<file path="src/flash_pe_pkg.sv">
package flash_pe_pkg;
  localparam logic [3:0] ADDR_CONTROL_STATUS = 4'h0;
  localparam logic [3:0] ADDR_PROGRAM_SELECT = 4'h1;
  localparam logic [3:0] ADDR_ERASE_SELECT = 4'h2;
  localparam logic [3:0] ADDR_UNLOCK_KEY = 4'h3;
  localparam logic [3:0] ADDR_ARRAY_SELECT = 4'h4;
  localparam logic [3:0] ADDR_TRANSFER_DEST = 4'h5;
  localparam logic [3:0] ADDR_IRQ_STATUS = 4'h6;
  localparam logic [3:0] ADDR_IRQ_MASK = 4'h7;
  localparam logic [3:0] ADDR_MODE_STATUS = 4'h8;
  localparam int BIT_RES7 = 7;
  localparam int BIT_ERROR = 4;
  localparam int BIT_DOWNLOAD = 0;
  localparam logic [7:0] CONTROL_STATUS_RESET = 8'h80;
  localparam logic [7:0] REG_RESET = 8'h00;
  localparam logic [7:0] UNLOCK_KEY_VALUE = 8'hA5;
  localparam int IRQ_ERROR = 0;
  localparam int IRQ_DOWNLOAD_DONE = 1;
  localparam int CLOCK_MHZ = 25;
  localparam int DOWNLOAD_NS = 4000;
  localparam int DOWNLOAD_CYCLES = (DOWNLOAD_NS * CLOCK_MHZ) / 1000;
  typedef enum logic [1:0] {
    DL_IDLE = 2'b01,
    DL_BUSY = 2'b10
  } download_state_t;
endpackage

</file>
<file path="src/flash_prog_erase_ctrl_regs.sv">
// Chosen here: the plain strobed port and the register offsets.
`timescale 1ns/1ps
module flash_prog_erase_ctrl_regs #(
  parameter int DownloadCycles = flash_pe_pkg::DOWNLOAD_CYCLES
) (
  input wire logic ref_clk,
  input wire logic rst_b,
  input wire logic clkEn,
  input wire logic flashAccessEnable,
  input wire logic [3:0] regAddr,
  input wire logic [7:0] regWrData,
  input wire logic regWrStb,
  input wire logic regRdStb,
  output logic [7:0] regRdData,
  input wire logic progEraseActive,
  input wire logic irqDuringOp,
  input wire logic flashReadDuringOp,
  input wire logic sleepDuringOp,
  input wire logic otherMasterDuringOp,
  input wire logic modeSelectHi,
  input wire logic modeSelectLo,
  input wire logic bootSerialRx,
  input wire logic linkTxData,
  output logic bootSerialTx,
  output logic linkRxData,
  output logic bootMode,
  output logic errorProtect,
  output logic downloadActive,
  output logic [7:0] programRoutineSelect,
  output logic [7:0] eraseRoutineSelect,
  output logic [7:0] memoryArraySelect,
  output logic [7:0] transferDestinationAddr,
  output logic irq
);
  import flash_pe_pkg::*;

  localparam int CntW = $clog2(DownloadCycles + 1);

  logic [1:0] modeHiSync;
  logic [1:0] modeLoSync;
  logic [1:0] rxSync;
  logic [1:0] enSync;
  logic errorFlag_reg;
  logic [7:0] unlockKey_reg;
  logic [1:0] irqStatus_reg;
  logic [1:0] irqMask_reg;
  download_state_t dlState_reg;
  logic [CntW-1:0] dlCount_reg;
  logic accessOk;
  logic wrHit;
  logic errorEvent;
  logic dlStart;
  logic dlDone;
  logic [7:0] readMux;

  // Mode, receive and enable pins are synchronized; access gating uses the raw enable pin
  always_ff @(posedge ref_clk or negedge rst_b)
  begin
    if (!rst_b)
    begin
      modeHiSync <= 2'h0;
      modeLoSync <= 2'h0;
      rxSync <= 2'h3;
      enSync <= 2'h0;
    end
    else if (clkEn)
    begin
      modeHiSync <= {modeHiSync[0], modeSelectHi};
      modeLoSync <= {modeLoSync[0], modeSelectLo};
      rxSync <= {rxSync[0], bootSerialRx};
      enSync <= {enSync[0], flashAccessEnable};
    end
  end

  assign accessOk = flashAccessEnable;
  assign wrHit = regWrStb && accessOk;
  assign errorEvent = progEraseActive &&
    (irqDuringOp || flashReadDuringOp || sleepDuringOp || otherMasterDuringOp);
  assign dlStart = wrHit && (regAddr == ADDR_CONTROL_STATUS) && regWrData[BIT_DOWNLOAD]
    && (unlockKey_reg == UNLOCK_KEY_VALUE) && (dlState_reg == DL_IDLE);
  assign dlDone = (dlState_reg == DL_BUSY) && (dlCount_reg == CntW'(1));

  // Error flag: only a power-on reset clears it
  always_ff @(posedge ref_clk or negedge rst_b)
  begin
    if (!rst_b)
      errorFlag_reg <= CONTROL_STATUS_RESET[BIT_ERROR];
    else if (clkEn && errorEvent)
      errorFlag_reg <= 1'b1;
  end

  always_ff @(posedge ref_clk or negedge rst_b)
  begin
    if (!rst_b)
    begin
      dlState_reg <= DL_IDLE;
      dlCount_reg <= '0;
    end
    else if (clkEn)
    begin
      unique case (dlState_reg)
        DL_IDLE:
        begin
          if (dlStart)
          begin
            dlState_reg <= DL_BUSY;
            dlCount_reg <= CntW'(DownloadCycles);
          end
        end
        DL_BUSY:
        begin
          dlCount_reg <= dlCount_reg - CntW'(1);
          if (dlDone)
            dlState_reg <= DL_IDLE;
        end
        default:
          dlState_reg <= DL_IDLE;
      endcase
    end
  end

  always_ff @(posedge ref_clk or negedge rst_b)
  begin
    if (!rst_b)
    begin
      unlockKey_reg <= REG_RESET;
      programRoutineSelect <= REG_RESET;
      eraseRoutineSelect <= REG_RESET;
      memoryArraySelect <= REG_RESET;
      transferDestinationAddr <= REG_RESET;
      irqMask_reg <= 2'h0;
    end
    else if (clkEn && wrHit)
    begin
      unique case (regAddr)
        ADDR_UNLOCK_KEY: unlockKey_reg <= regWrData;
        ADDR_PROGRAM_SELECT: programRoutineSelect <= regWrData;
        ADDR_ERASE_SELECT: eraseRoutineSelect <= regWrData;
        ADDR_ARRAY_SELECT: memoryArraySelect <= regWrData;
        ADDR_TRANSFER_DEST: transferDestinationAddr <= regWrData;
        ADDR_IRQ_MASK: irqMask_reg <= regWrData[1:0];
        default: ;
      endcase
    end
  end

  // Set wins over write-one-to-clear
  always_ff @(posedge ref_clk or negedge rst_b)
  begin
    if (!rst_b)
      irqStatus_reg <= 2'h0;
    else if (clkEn)
    begin
      for (int i = 0; i < 2; i++)
      begin
        if ((i == IRQ_ERROR && errorEvent) || (i == IRQ_DOWNLOAD_DONE && dlDone))
          irqStatus_reg[i] <= 1'b1;
        else if (wrHit && regAddr == ADDR_IRQ_STATUS && regWrData[i])
          irqStatus_reg[i] <= 1'b0;
      end
    end
  end

  always_comb
  begin
    readMux = 8'h00;
    unique case (regAddr)
      ADDR_CONTROL_STATUS:
      begin
        readMux[BIT_RES7] = CONTROL_STATUS_RESET[BIT_RES7];
        readMux[BIT_ERROR] = errorFlag_reg;
        readMux[BIT_DOWNLOAD] = (dlState_reg == DL_BUSY);
      end
      ADDR_PROGRAM_SELECT: readMux = programRoutineSelect;
      ADDR_ERASE_SELECT: readMux = eraseRoutineSelect;
      ADDR_UNLOCK_KEY: readMux = unlockKey_reg;
      ADDR_ARRAY_SELECT: readMux = memoryArraySelect;
      ADDR_TRANSFER_DEST: readMux = transferDestinationAddr;
      ADDR_IRQ_STATUS: readMux = {6'h00, irqStatus_reg};
      ADDR_IRQ_MASK: readMux = {6'h00, irqMask_reg};
      ADDR_MODE_STATUS: readMux = {5'h00, enSync[1], modeHiSync[1], modeLoSync[1]};
      default: readMux = 8'h00;
    endcase
  end

  always_ff @(posedge ref_clk or negedge rst_b)
  begin
    if (!rst_b)
    begin
      regRdData <= 8'h00;
      bootMode <= 1'b0;
      bootSerialTx <= 1'b1;
      linkRxData <= 1'b1;
      errorProtect <= 1'b0;
      downloadActive <= 1'b0;
      irq <= 1'b0;
    end
    else if (clkEn)
    begin
      // Closed window reads zero rather than stale data
      regRdData <= (regRdStb && accessOk) ? readMux : 8'h00;
      // Mode 10 treated as boot mode here
      bootMode <= modeHiSync[1] && !modeLoSync[1];
      bootSerialTx <= (modeHiSync[1] && !modeLoSync[1]) ? linkTxData : 1'b1;
      linkRxData <= rxSync[1];
      errorProtect <= errorFlag_reg || errorEvent;
      downloadActive <= (dlState_reg == DL_BUSY) || dlStart;
      irq <= |(irqStatus_reg & irqMask_reg);
    end
  end
endmodule

</file>
<file path="config.mk">
export PLATFORM = sky130hd
export DESIGN_NAME = flash_prog_erase_ctrl_regs
export DESIGN_NICKNAME = d
export VERILOG_FILES = /design/src/flash_pe_pkg.sv /design/src/flash_prog_erase_ctrl_regs.sv
export SDC_FILE = /design/constraint.sdc
export NUM_CORES = 1
export LEC_CHECK = 0
export BUFFER_PORTS_ARGS = -buffer_cell sky130_fd_sc_hd__buf_2
export CELL_PAD_IN_SITES_DETAIL_PLACEMENT = 1
export CELL_PAD_IN_SITES_GLOBAL_PLACEMENT = 2
export CORE_ASPECT_RATIO = 0.7
export CORE_MARGIN = 8
export CORE_UTILIZATION = 36
export DETAILED_ROUTE_END_ITERATION = 16
export PLACE_DENSITY_LB_ADDON = 0.2
export SLEW_MARGIN = 25
export SYNTH_ARGS = -nofsm -noshare
export SYNTH_HDL_FRONTEND = slang
export SYNTH_SLANG_ARGS = --single-unit
export TNS_END_PERCENT = 10
</file>
<file path="constraint.sdc">
create_clock -name ref_clk -period 2 [get_ports ref_clk]
set_input_delay 0.4 -clock ref_clk [delete_from_list [all_inputs] [get_ports ref_clk]]
set_output_delay 0.4 -clock ref_clk [all_outputs]
set_load 0.05 [all_outputs]
</file>
-- Word-level counts from Yosys, hierarchy flattened
Cells that the tools add are included.
- register bits: 76
- latch bits: 0
- RAM bits: 0
- bits in read-only memories: 0
- input bits: 27
- output and inout bits: 46
- logic and storage cells: 89
- memories: 0
- add/sub/neg operators: 1
- multipliers: 0
- divide/modulo/power cells: 0
- $lt $le $gt $ge: 0
- equality and inequality tests: 14
- shifts and indexed selects: 0
- mux-type cells: 16
- bitwise logic cells: 1
- reductions and logical operators: 35
- operators by type and width (operator ; number):
    $pmux W3 S8 ; 1
    $eq A4 B3 Y1 const B ; 4
    $reduce_and A2 Y1 ; 8
    $logic_and A1 B1 Y1 ; 14
    $pmux W7 S2 ; 1
    $pmux W1 S6 ; 2
    $pmux W2 S5 ; 1
    $pmux W1 S9 ; 1
    $eq A4 B2 Y1 const B ; 2
    $eq A8 B8 Y1 const B ; 1
    $mux W8 ; 1
    $eq A7 B1 Y1 const B ; 1
    $mux W7 ; 1
    $sub A7 B1 Y7 const B ; 1
    $reduce_and A3 Y1 ; 2
    $reduce_bool A2 Y1 ; 3
    $logic_or A1 B1 Y1 ; 5
    $mux W1 ; 5
    $eq A4 B1 Y1 const B ; 1
    $eq A4 B4 Y1 const B ; 1
    $logic_not A4 Y1 ; 1
    $mux W2 ; 2
    $ne A2 B2 Y1 const B ; 2
    $pmux W2 S2 ; 1
    5 further kinds ; 5

-- Logic depth before layout (Yosys ltp)
Gate-level depths: netlist (run 1).
- depth after elaboration: 7
- depth in mapped cells: 6
- mapped depth without buffers: 6

-- Worst setup path after synthesis (run 1)
Ideal clock, no wire load.
- path type: input to register
- start point: input port regAddr[2]
- end point: register programRoutineSelect[0]
- setup time: 0.125 ns
- arrival time: 1.634 ns
- data required time: 1.875 ns
- path slack: 0.241 ns
- cell stages on the path: 5
- path buffers: 2
- path through: buf_6 -> or3b_1 -> buf_2 -> nor3_4 -> mux2_2
- word-level cells in the longest chain between the ends: 2
- RTL lines (item ; line ; RTL):
    start: declaration ; flash_prog_erase_ctrl_regs.sv:10 ; input wire logic [3:0] regAddr,
    $eq A4 B1 Y1 ; flash_prog_erase_ctrl_regs.sv:135 ; unique case (regAddr)
    $reduce_and A2 Y1 (no line) ; -- ;
    end signal: assignment ; flash_prog_erase_ctrl_regs.sv:137 ; ADDR_PROGRAM_SELECT: programRoutineSelect <= regWrData;
    end: declaration ; flash_prog_erase_ctrl_regs.sv:29 ; output logic [7:0] programRoutineSelect,
Every way passes these cells.
A chain may end at the register's enable or synchronous reset.

-- Worst setup path after layout (run 1)
- start point: register dlCount_reg[3]
- end point: register dlState_reg[1]
- word-level cells in the longest chain between the ends: 4
- RTL lines (item ; line ; RTL):
    start: declaration ; flash_prog_erase_ctrl_regs.sv:48 ; logic [CntW-1:0] dlCount_reg;
    start signal: assignment ; flash_prog_erase_ctrl_regs.sv:107 ; dlCount_reg <= CntW'(DownloadCycles);
    start signal: assignment ; flash_prog_erase_ctrl_regs.sv:112 ; dlCount_reg <= dlCount_reg - CntW'(1);
    $eq A7 B1 Y1 ; flash_prog_erase_ctrl_regs.sv:81 ; assign dlDone = (dlState_reg == DL_BUSY) && (dlCount_reg == CntW'(1));
    $logic_and A1 B1 Y1 ; flash_prog_erase_ctrl_regs.sv:81 ;
    $ne A2 B2 Y1 (no line) ; -- ;
    $reduce_and A3 Y1 (no line) ; -- ;
    end signal: assignment ; flash_prog_erase_ctrl_regs.sv:96 ; dlState_reg <= DL_IDLE;
    end signal: assignment ; flash_prog_erase_ctrl_regs.sv:106 ; dlState_reg <= DL_BUSY;
    end signal: assignment ; flash_prog_erase_ctrl_regs.sv:114 ; dlState_reg <= DL_IDLE;
    end: declaration ; flash_prog_erase_ctrl_regs.sv:47 ; download_state_t dlState_reg;
Every way passes these cells.

==> results.md, run 1 <==
- Hold Crit Class: input pin to asynchronous set/reset pin
- Worst endpoint data arrival time: 2.01 ns
- Largest net degree at the start of global routing: 41
- Post-synthesis mux area share: 18.85%
- Metal2 WL: 4781 µm
- Core area: around 9800 µm²
- Worst hold margin: around 0.050 ns
- CP endpoint kind: flop
- Placed instance count: ~510
- Vias per cell: 5.348
- Reg-to-reg startpoint: dlCount_reg[3]
- CP cell instances: or3_1 -> nor4_1 -> buf_4 -> o21ai_0 -> a21o_1
- Cells after Synth: 301
- Synth Area in Adders: 0.6892%
- Synth Area in Compound Gates: 10.13%
- # resized after CTS: 0
- Post-route ant nets: 0
- Finished Layout Cells: 529
- Slew headroom: between 60% and 70%
- Seq/Total Area, Yosys: 52.55%
- RSZ-0062 raised after global routing: no
- DP Wirelength: between 8000 and 9000 µm
- Maxcap violations: 0
- NetSw: roughly 0.0014 W
- Die height: around 100 µm
- Startpoint Class: flop
- Gp weighted congestion: approximately 0.77
- R2R Setup Slk: 0.22 ns
- Max Clk Rate: ~560 MHz
- Mapped Avg Cell Area: roughly 12 µm²
- Synth Warn #: 0
- Synth async-reset ratio: 100.0%
- Root Buffer: clkbuf_16
- Sequential power share: 40.6%
- Internal power: roughly 0.0031 W
- Clk_lat worst skew: 0.33 ns
- FF+latch count, synth: 76
- First-pass GRT wire length: around 18,000 µm
- PortBufs: 72
- Wl on met1: 5608 µm
- Final Skew: 0.006437 ns
- DR WL/cell: 20.74 µm
- Post-Synth XOR/XNOR Area: 0.9649%
- Post-synthesis simple-gate area fraction: 13.85%
- Place WS: -0.006196 ns
- Num Clock Sinks: 76
- Clock transition at the registers of the reported paths: 0.06 ns
- Highest Signal Layer: met4
- Synthesized cell area: 3631 µm²
- P&R area growth vs syn: 27.46%
- Worst setup startpoint: dlCount_reg[3]
- Synth Net Count: 330
- Post-synth cell types: 58
- Sw frac: 30.76%
- VDD IR max: 0.6267 mV
- Starting density of the core: ~37%
- Routed vias: 2,829
- Hold_buf cts: 0
- # IOs: 73
- Dominant synthesized flop cell: dfrtp_1
- Htree depth: 3
- CTS Buf Count: 9
- Combinational power share: 19.1%
- CP Max Fanout: 4
- Final setup fails: 0
- Num rows: 30
- Worst Path Buf+Inv: 1
- Power per cell area: ~970 nW/µm²
- Overall routed net length: 10,970 µm
- Die W: 136.0 µm
- Setup CP Type: flop to flop
- DR pass1 iterations: 4
- Critical Path RT: about 2.2 ns
- Final Power: 0.004467 W
- Post-synth EDFFs: 0
- Clock network fraction of total power: 40.3%
- Hold Fails Final Rpt: 0
- Cell depth of the worst flop-to-flop path: 5
- Reg2Reg Capture Point: dlState_reg[1]
- P_leak: 2.207 nW
- 1st-iter DRT viols: 113
- Vias in the first global route: 3,161
- Tot GR Track Use: 16.89%
- Share of cells above drive strength 1: 44.39%
- Tmin final: roughly 1.8 ns
- Total Nets Final: 425
- Post-CTS setup buffers: 0
- Setup_tns: 0 ns
- Max-slew violations: 0
- Fin crit share: 89.19%
- Initial antenna violation count: 0
- Met3 routed WL: 496 µm
- Clock Tree Buf Depth: 2
- Grt ovf: 0
- Run status: complete, no violations
- Area of the die: 13,610 µm²
- Worst path top cell family by delay: simple AND/OR/NAND/NOR gates
- Largest family of logic cells by synthesized area: multiplexers
- CTS tree: done
- Max incr delay on CP: 0.42 ns
- Worst setup margin: 0.2162 ns
- Worst-margin pin slew: 0.5612 ns
- Slowest library cell on the worst path: dfrtp_1
- Antenna cell count: 0
- Number of remaining DRC errors: 0
[cells in the mapped netlist (all sizes together) (3+ instances only)]
| cell | n | area, µm² |
|---|---|---|
| nand3 | 7 | 35.03 |
| nor3 | 5 | 36.29 |
| nand3b | 6 | 45.04 |
| nor2b | 6 | 37.54 |
| or4 | 3 | 26.27 |
| inv | 8 | 30.03 |
| a22oi | 5 | 37.54 |
| a32o | 4 | 40.04 |
| dfrtp | 71 | 1777 |
| nand2b | 4 | 25.02 |
| nor2 | 11 | 41.29 |
| nand2 | 15 | 56.30 |
| xnor2 | 4 | 35.03 |
| o211ai | 4 | 30.03 |
| dfstp | 5 | 131.4 |
| a211oi | 4 | 30.03 |
| a21oi | 10 | 50.05 |
| o21ai | 8 | 40.04 |
| mux2i | 11 | 110.1 |
| clkbuf | 4 | 15.01 |
| nor4 | 6 | 43.79 |
| buf | 11 | 58.80 |
| mux2 | 51 | 574.3 |
[routing by layer]
layer | track usage, % | vias up
li1 | - | 1306
met1 | 24.20 | 1456
met2 | 24.74 | 58
met3 | 4.541 | 9
met4 | 3.616 | 0
met5 | 0 | -
[worst max-delay path by stage]
stage                              end  cells after the start
2_1_floorplan  programRoutineSelect[0]                      5
3_3_place_gp            dlCount_reg[0]                      5
3_5_place_dp            dlCount_reg[0]                      5
4_1_cts                 dlCount_reg[0]                      4
5_1_grt                 dlCount_reg[1]                      4
6_report                dlState_reg[1]                      5
[power by group through the flow]
stage / combinational (W) / clock, W / sequential [W]
floorplan: 0.000241 / 0 / 0.00216
finish: 0.000855 / 0.00180 / 0.00181
global placement: 0.000849 / 0 / 0.00183
CTS: 0.000866 / 0.00183 / 0.00181
detailed placement: 0.000862 / 0 / 0.00184
global route: 0.000909 / 0.00190 / 0.00183
[final cells by class]
| class | instances | area (µm²) |
|---|---|---|
| Clock inverter | 6 | 93.84 |
| Clock buffer | 10 | 239.0 |
| Inverter | 9 | 33.78 |
| Timing Repair Buffer | 99 | 578.1 |
| Multi-Input combinational cell | 201 | 1615 |
| Fill cell | 1068 | 5131 |
| Tap cell | 128 | 160.2 |
| Sequential cell | 76 | 1908 |
[per-stage QoR]
| step | util, % | cell area [µm²] |
|---|---|---|
| 2_1_floorplan | - | 3631 |
| 4_1_cts | 47.42 | 4628 |
| 6_report | 47.42 | 4628 |
| 3_3_place_gp | 44.01 | 4295 |
| 3_5_place_dp | 44.01 | 4295 |
| 5_1_grt | 47.42 | 4628 |
[placed cells by master, fill, tap and decap left out, drive strengths merged, types with 2 or more instances in the layout]
master / instances
nor3: 5
o21ai: 8
a211oi: 4
dfstp: 5
a21o: 2
clkbuf: 10
nor4: 6
or4: 3
ha: 2
nor4b: 2
dfrtp: 71
xnor2: 4
inv: 10
o2bb2ai: 2
bufinv: 2
nand2: 15
mux2: 51
nand3b: 6
and3: 2
nand4b: 2
a21boi: 2
nor2b: 6
nor2: 11
a22oi: 5
buf: 99
a22o: 2
nand2b: 4
nand3: 7
a32o: 4
and4b: 2
or3: 2
o211ai: 4
mux2i: 11
clkinv: 2
a21oi: 10
[cell families (layout without fill, tap and decap cells)]
kind of cell	after synthesis	count (layout)
XOR/XNOR	4	4
AND/OR/NAND/NOR	81	81
adder cells (fa/ha/maj)	2	2
AO/OA/AOI/OAI	52	52
buffers and inverters	24	124
flip-flops	76	76
multiplexers	62	62
Note: power is estimated with default switching activity, not from simulation.
==> run 2, diff against run 1 <==
Settings changed: REMOVE_ABC_BUFFERS set to 1.
==> results.md, run 2 (synthesis gave the netlist of run 1 again) <==
- Vias per cell: 5.359 (+0.21%)
- Worst Path Buf+Inv: 0 (-1)
- Max Clk Rate: 568.5 MHz (+1.4%)
- Startpoint Class: flop
- Worst-margin pin slew: 0.5423 ns (-0.01886 ns)
- Grt ovf: 0 (unchanged)
- Critical Path RT: 2.21 ns (about the same)
- Num Clock Sinks: 76 (unchanged)
- DR pass1 iterations: 4 (unchanged)
- Htree depth: 3 (unchanged)
- Overall routed net length: 10,950 µm (-0.22%)
- Die W: 136.0 µm (unchanged)
- Antenna cell count: 0 (unchanged)
- Fin crit share: 87.95% (-1.2 points)
- Num rows: 30 (unchanged)
- Core area: 9759 µm² (unchanged)
- PortBufs: 72 (unchanged)
- Largest net degree at the start of global routing: 44 (+7.3%)
- Final Skew: 0.002354 ns (-0.004083 ns)
- Power per cell area: 899.2 nW/µm² (-6.8%)
- Worst endpoint data arrival time: 1.97 ns (-0.04 ns)
- Worst setup startpoint: unlockKey_reg[1]
- Slowest library cell on the worst path: or4bb_1
- First-pass GRT wire length: 17,800 µm (-0.81%)
- Hold_buf cts: 0 (unchanged)
- Max-slew violations: 0 (unchanged)
- CTS tree: done
- Root Buffer: clkbuf_16
- Sequential power share: 43.6% (+3.0 points)
- Internal power: 0.002824 W (-8.7%)
- Run status: complete, no violations
- Post-CTS setup buffers: 0 (unchanged)
- NetSw: 0.001324 W (-3.7%)
- P_leak: 2.207 nW (about the same)
- Commonest non-fill, non-tap cells in the layout: dfrtp_1, buf_2, mux2_2
- CP cell instances: or4bb_1 -> nor4_2 -> and4b_1 -> o21bai_1
- Worst path top cell family by delay: simple AND/OR/NAND/NOR gates
- Clock transition at the registers of the reported paths: 0.06 ns (about the same)
- DR WL/cell: 20.58 µm (-0.78%)
- Vias in the first global route: 3,150 (-0.35%)
- Max incr delay on CP: 0.53 ns (+0.11 ns)
- Number of remaining DRC errors: 0 (unchanged)
- Starting density of the core: 37.21% (unchanged)
- Reg-to-reg startpoint: unlockKey_reg[1]
- Final setup fails: 0 (unchanged)
- Clock network fraction of total power: 35.7% (-4.6 points)
- Tmin final: 1.759 ns (-0.02475 ns)
- Setup_tns: 0 ns (unchanged)
- Die height: 100.0 µm (unchanged)
- Slew headroom: 63.85% (+1.3 points)
- Finished Layout Cells: 532 (+0.57%)
- Share of cells above drive strength 1: 44.55% (+0.17 points)
- Worst setup margin: 0.2409 ns (+0.02475 ns)
- Post-route ant nets: 0 (unchanged)
- Initial antenna violation count: 0 (unchanged)
- Total Nets Final: 428 (+0.71%)
- RSZ-0062 raised after global routing: no
- VDD IR max: 0.3641 mV (-42%)
- Sw frac: 31.91% (+1.2 points)
- Placed instance count: 516 (+0.58%)
- # IOs: 73 (unchanged)
- Place WS: -0.007458 ns (-0.001262 ns)
- P&R area growth vs syn: 27.05%
- Clk_lat worst skew: 0.33 ns (about the same)
- Setup CP Type: flop to flop
- Hold Crit Class: input pin to asynchronous set/reset pin
- 1st-iter DRT viols: 158 (+40%)
- Area of the die: 13,610 µm² (unchanged)
- # resized after CTS: 0 (unchanged)
- Combinational power share: 20.7% (+1.6 points)
- CTS Buf Count: 9 (unchanged)
- Gp weighted congestion: 0.8222 (+7.3%)
- Filler cells: 1,066 (-0.19%)
- Hold Fails Final Rpt: 0 (unchanged)
- CP Max Fanout: 6 (+2)
- Clock Tree Buf Depth: 2 (unchanged)
- CP endpoint kind: flop
- DP Wirelength: 8360 µm (+1.3%)
- Maxcap violations: 0 (unchanged)
- Tot GR Track Use: 16.93% (+0.037 points)
- Routed vias: 2,851 (+0.78%)
[run 2: metrics by stage]
| step | hold WS [ns] | power [W] | instance area (µm²) | util, % |
|---|---|---|---|---|
| floorplan | 0.1044 | 0.002367 | 3557 | - |
| global placement | 0.4311 | 0.002685 | 4343 | 44.50 |
| detailed placement | 0.4336 | 0.002706 | 4343 | 44.50 |
| CTS | 0.06933 | 0.004203 | 4613 | 47.27 |
| global route | 0.1057 | 0.004315 | 4613 | 47.27 |
| finish | 0.05891 | 0.004148 | 4613 | 47.27 |
[run 2: area by class of cell]
| cell class | count | area (µm²) | area share (%) |
|---|---|---|---|
| Sequential cell | 76 | 1908 | 41.36 |
| Clock buffer | 11 | 242.7 | 5.262 |
| Timing Repair Buffer | 102 | 625.6 | 13.56 |
| Clock inverter | 5 | 27.53 | 0.5967 |
| Multi-Input combinational cell | 201 | 1615 | 35.01 |
| Inverter | 9 | 33.78 | 0.7323 |
| Tap cell | 128 | 160.2 | 3.472 |
[run 2: worst register-to-register path, stage by stage, from the launching register on]
cell      delay, ns
dfrtp_1        0.41
or4bb_1        0.53
nor4_2         0.20
and4b_1        0.39
o21bai_1       0.11
[run 2: worst paths after layout]
check	end	slack [ns]	depth (start not counted)
setup / recovery	dlCount_reg[0]	0.24	4
hold / removal	bootMode	0.06	1
setup reg to reg	dlCount_reg[0]	0.24	4
hold reg to reg	bootSerialTx	0.49	2
max in group asynchronous	transferDestinationAddr[6]	1.35	2
min in group ref_clk	rxSync[0]	0.30	2
[run 2: power by group through the flow]
stage	logic (W)	clock network (W)	registers [W]
after floorplan	0.000211	0	0.00216
after global placement	0.000853	0	0.00183
after detailed placement	0.000868	0	0.00184
after CTS	0.000871	0.00152	0.00181
after global routing	0.000914	0.00157	0.00183
final	0.000859	0.00148	0.00181
[run 2: per-layer routing]
layer / vias to the layer above / routed length (µm) / GRT usage [%]
met5: - / 0 / 0
met4: 0 / 95 / 4.710
met3: 7 / 522 / 4.940
met2: 59 / 4811 / 24.85
met1: 1465 / 5519 / 23.58
li1: 1320 / - / -
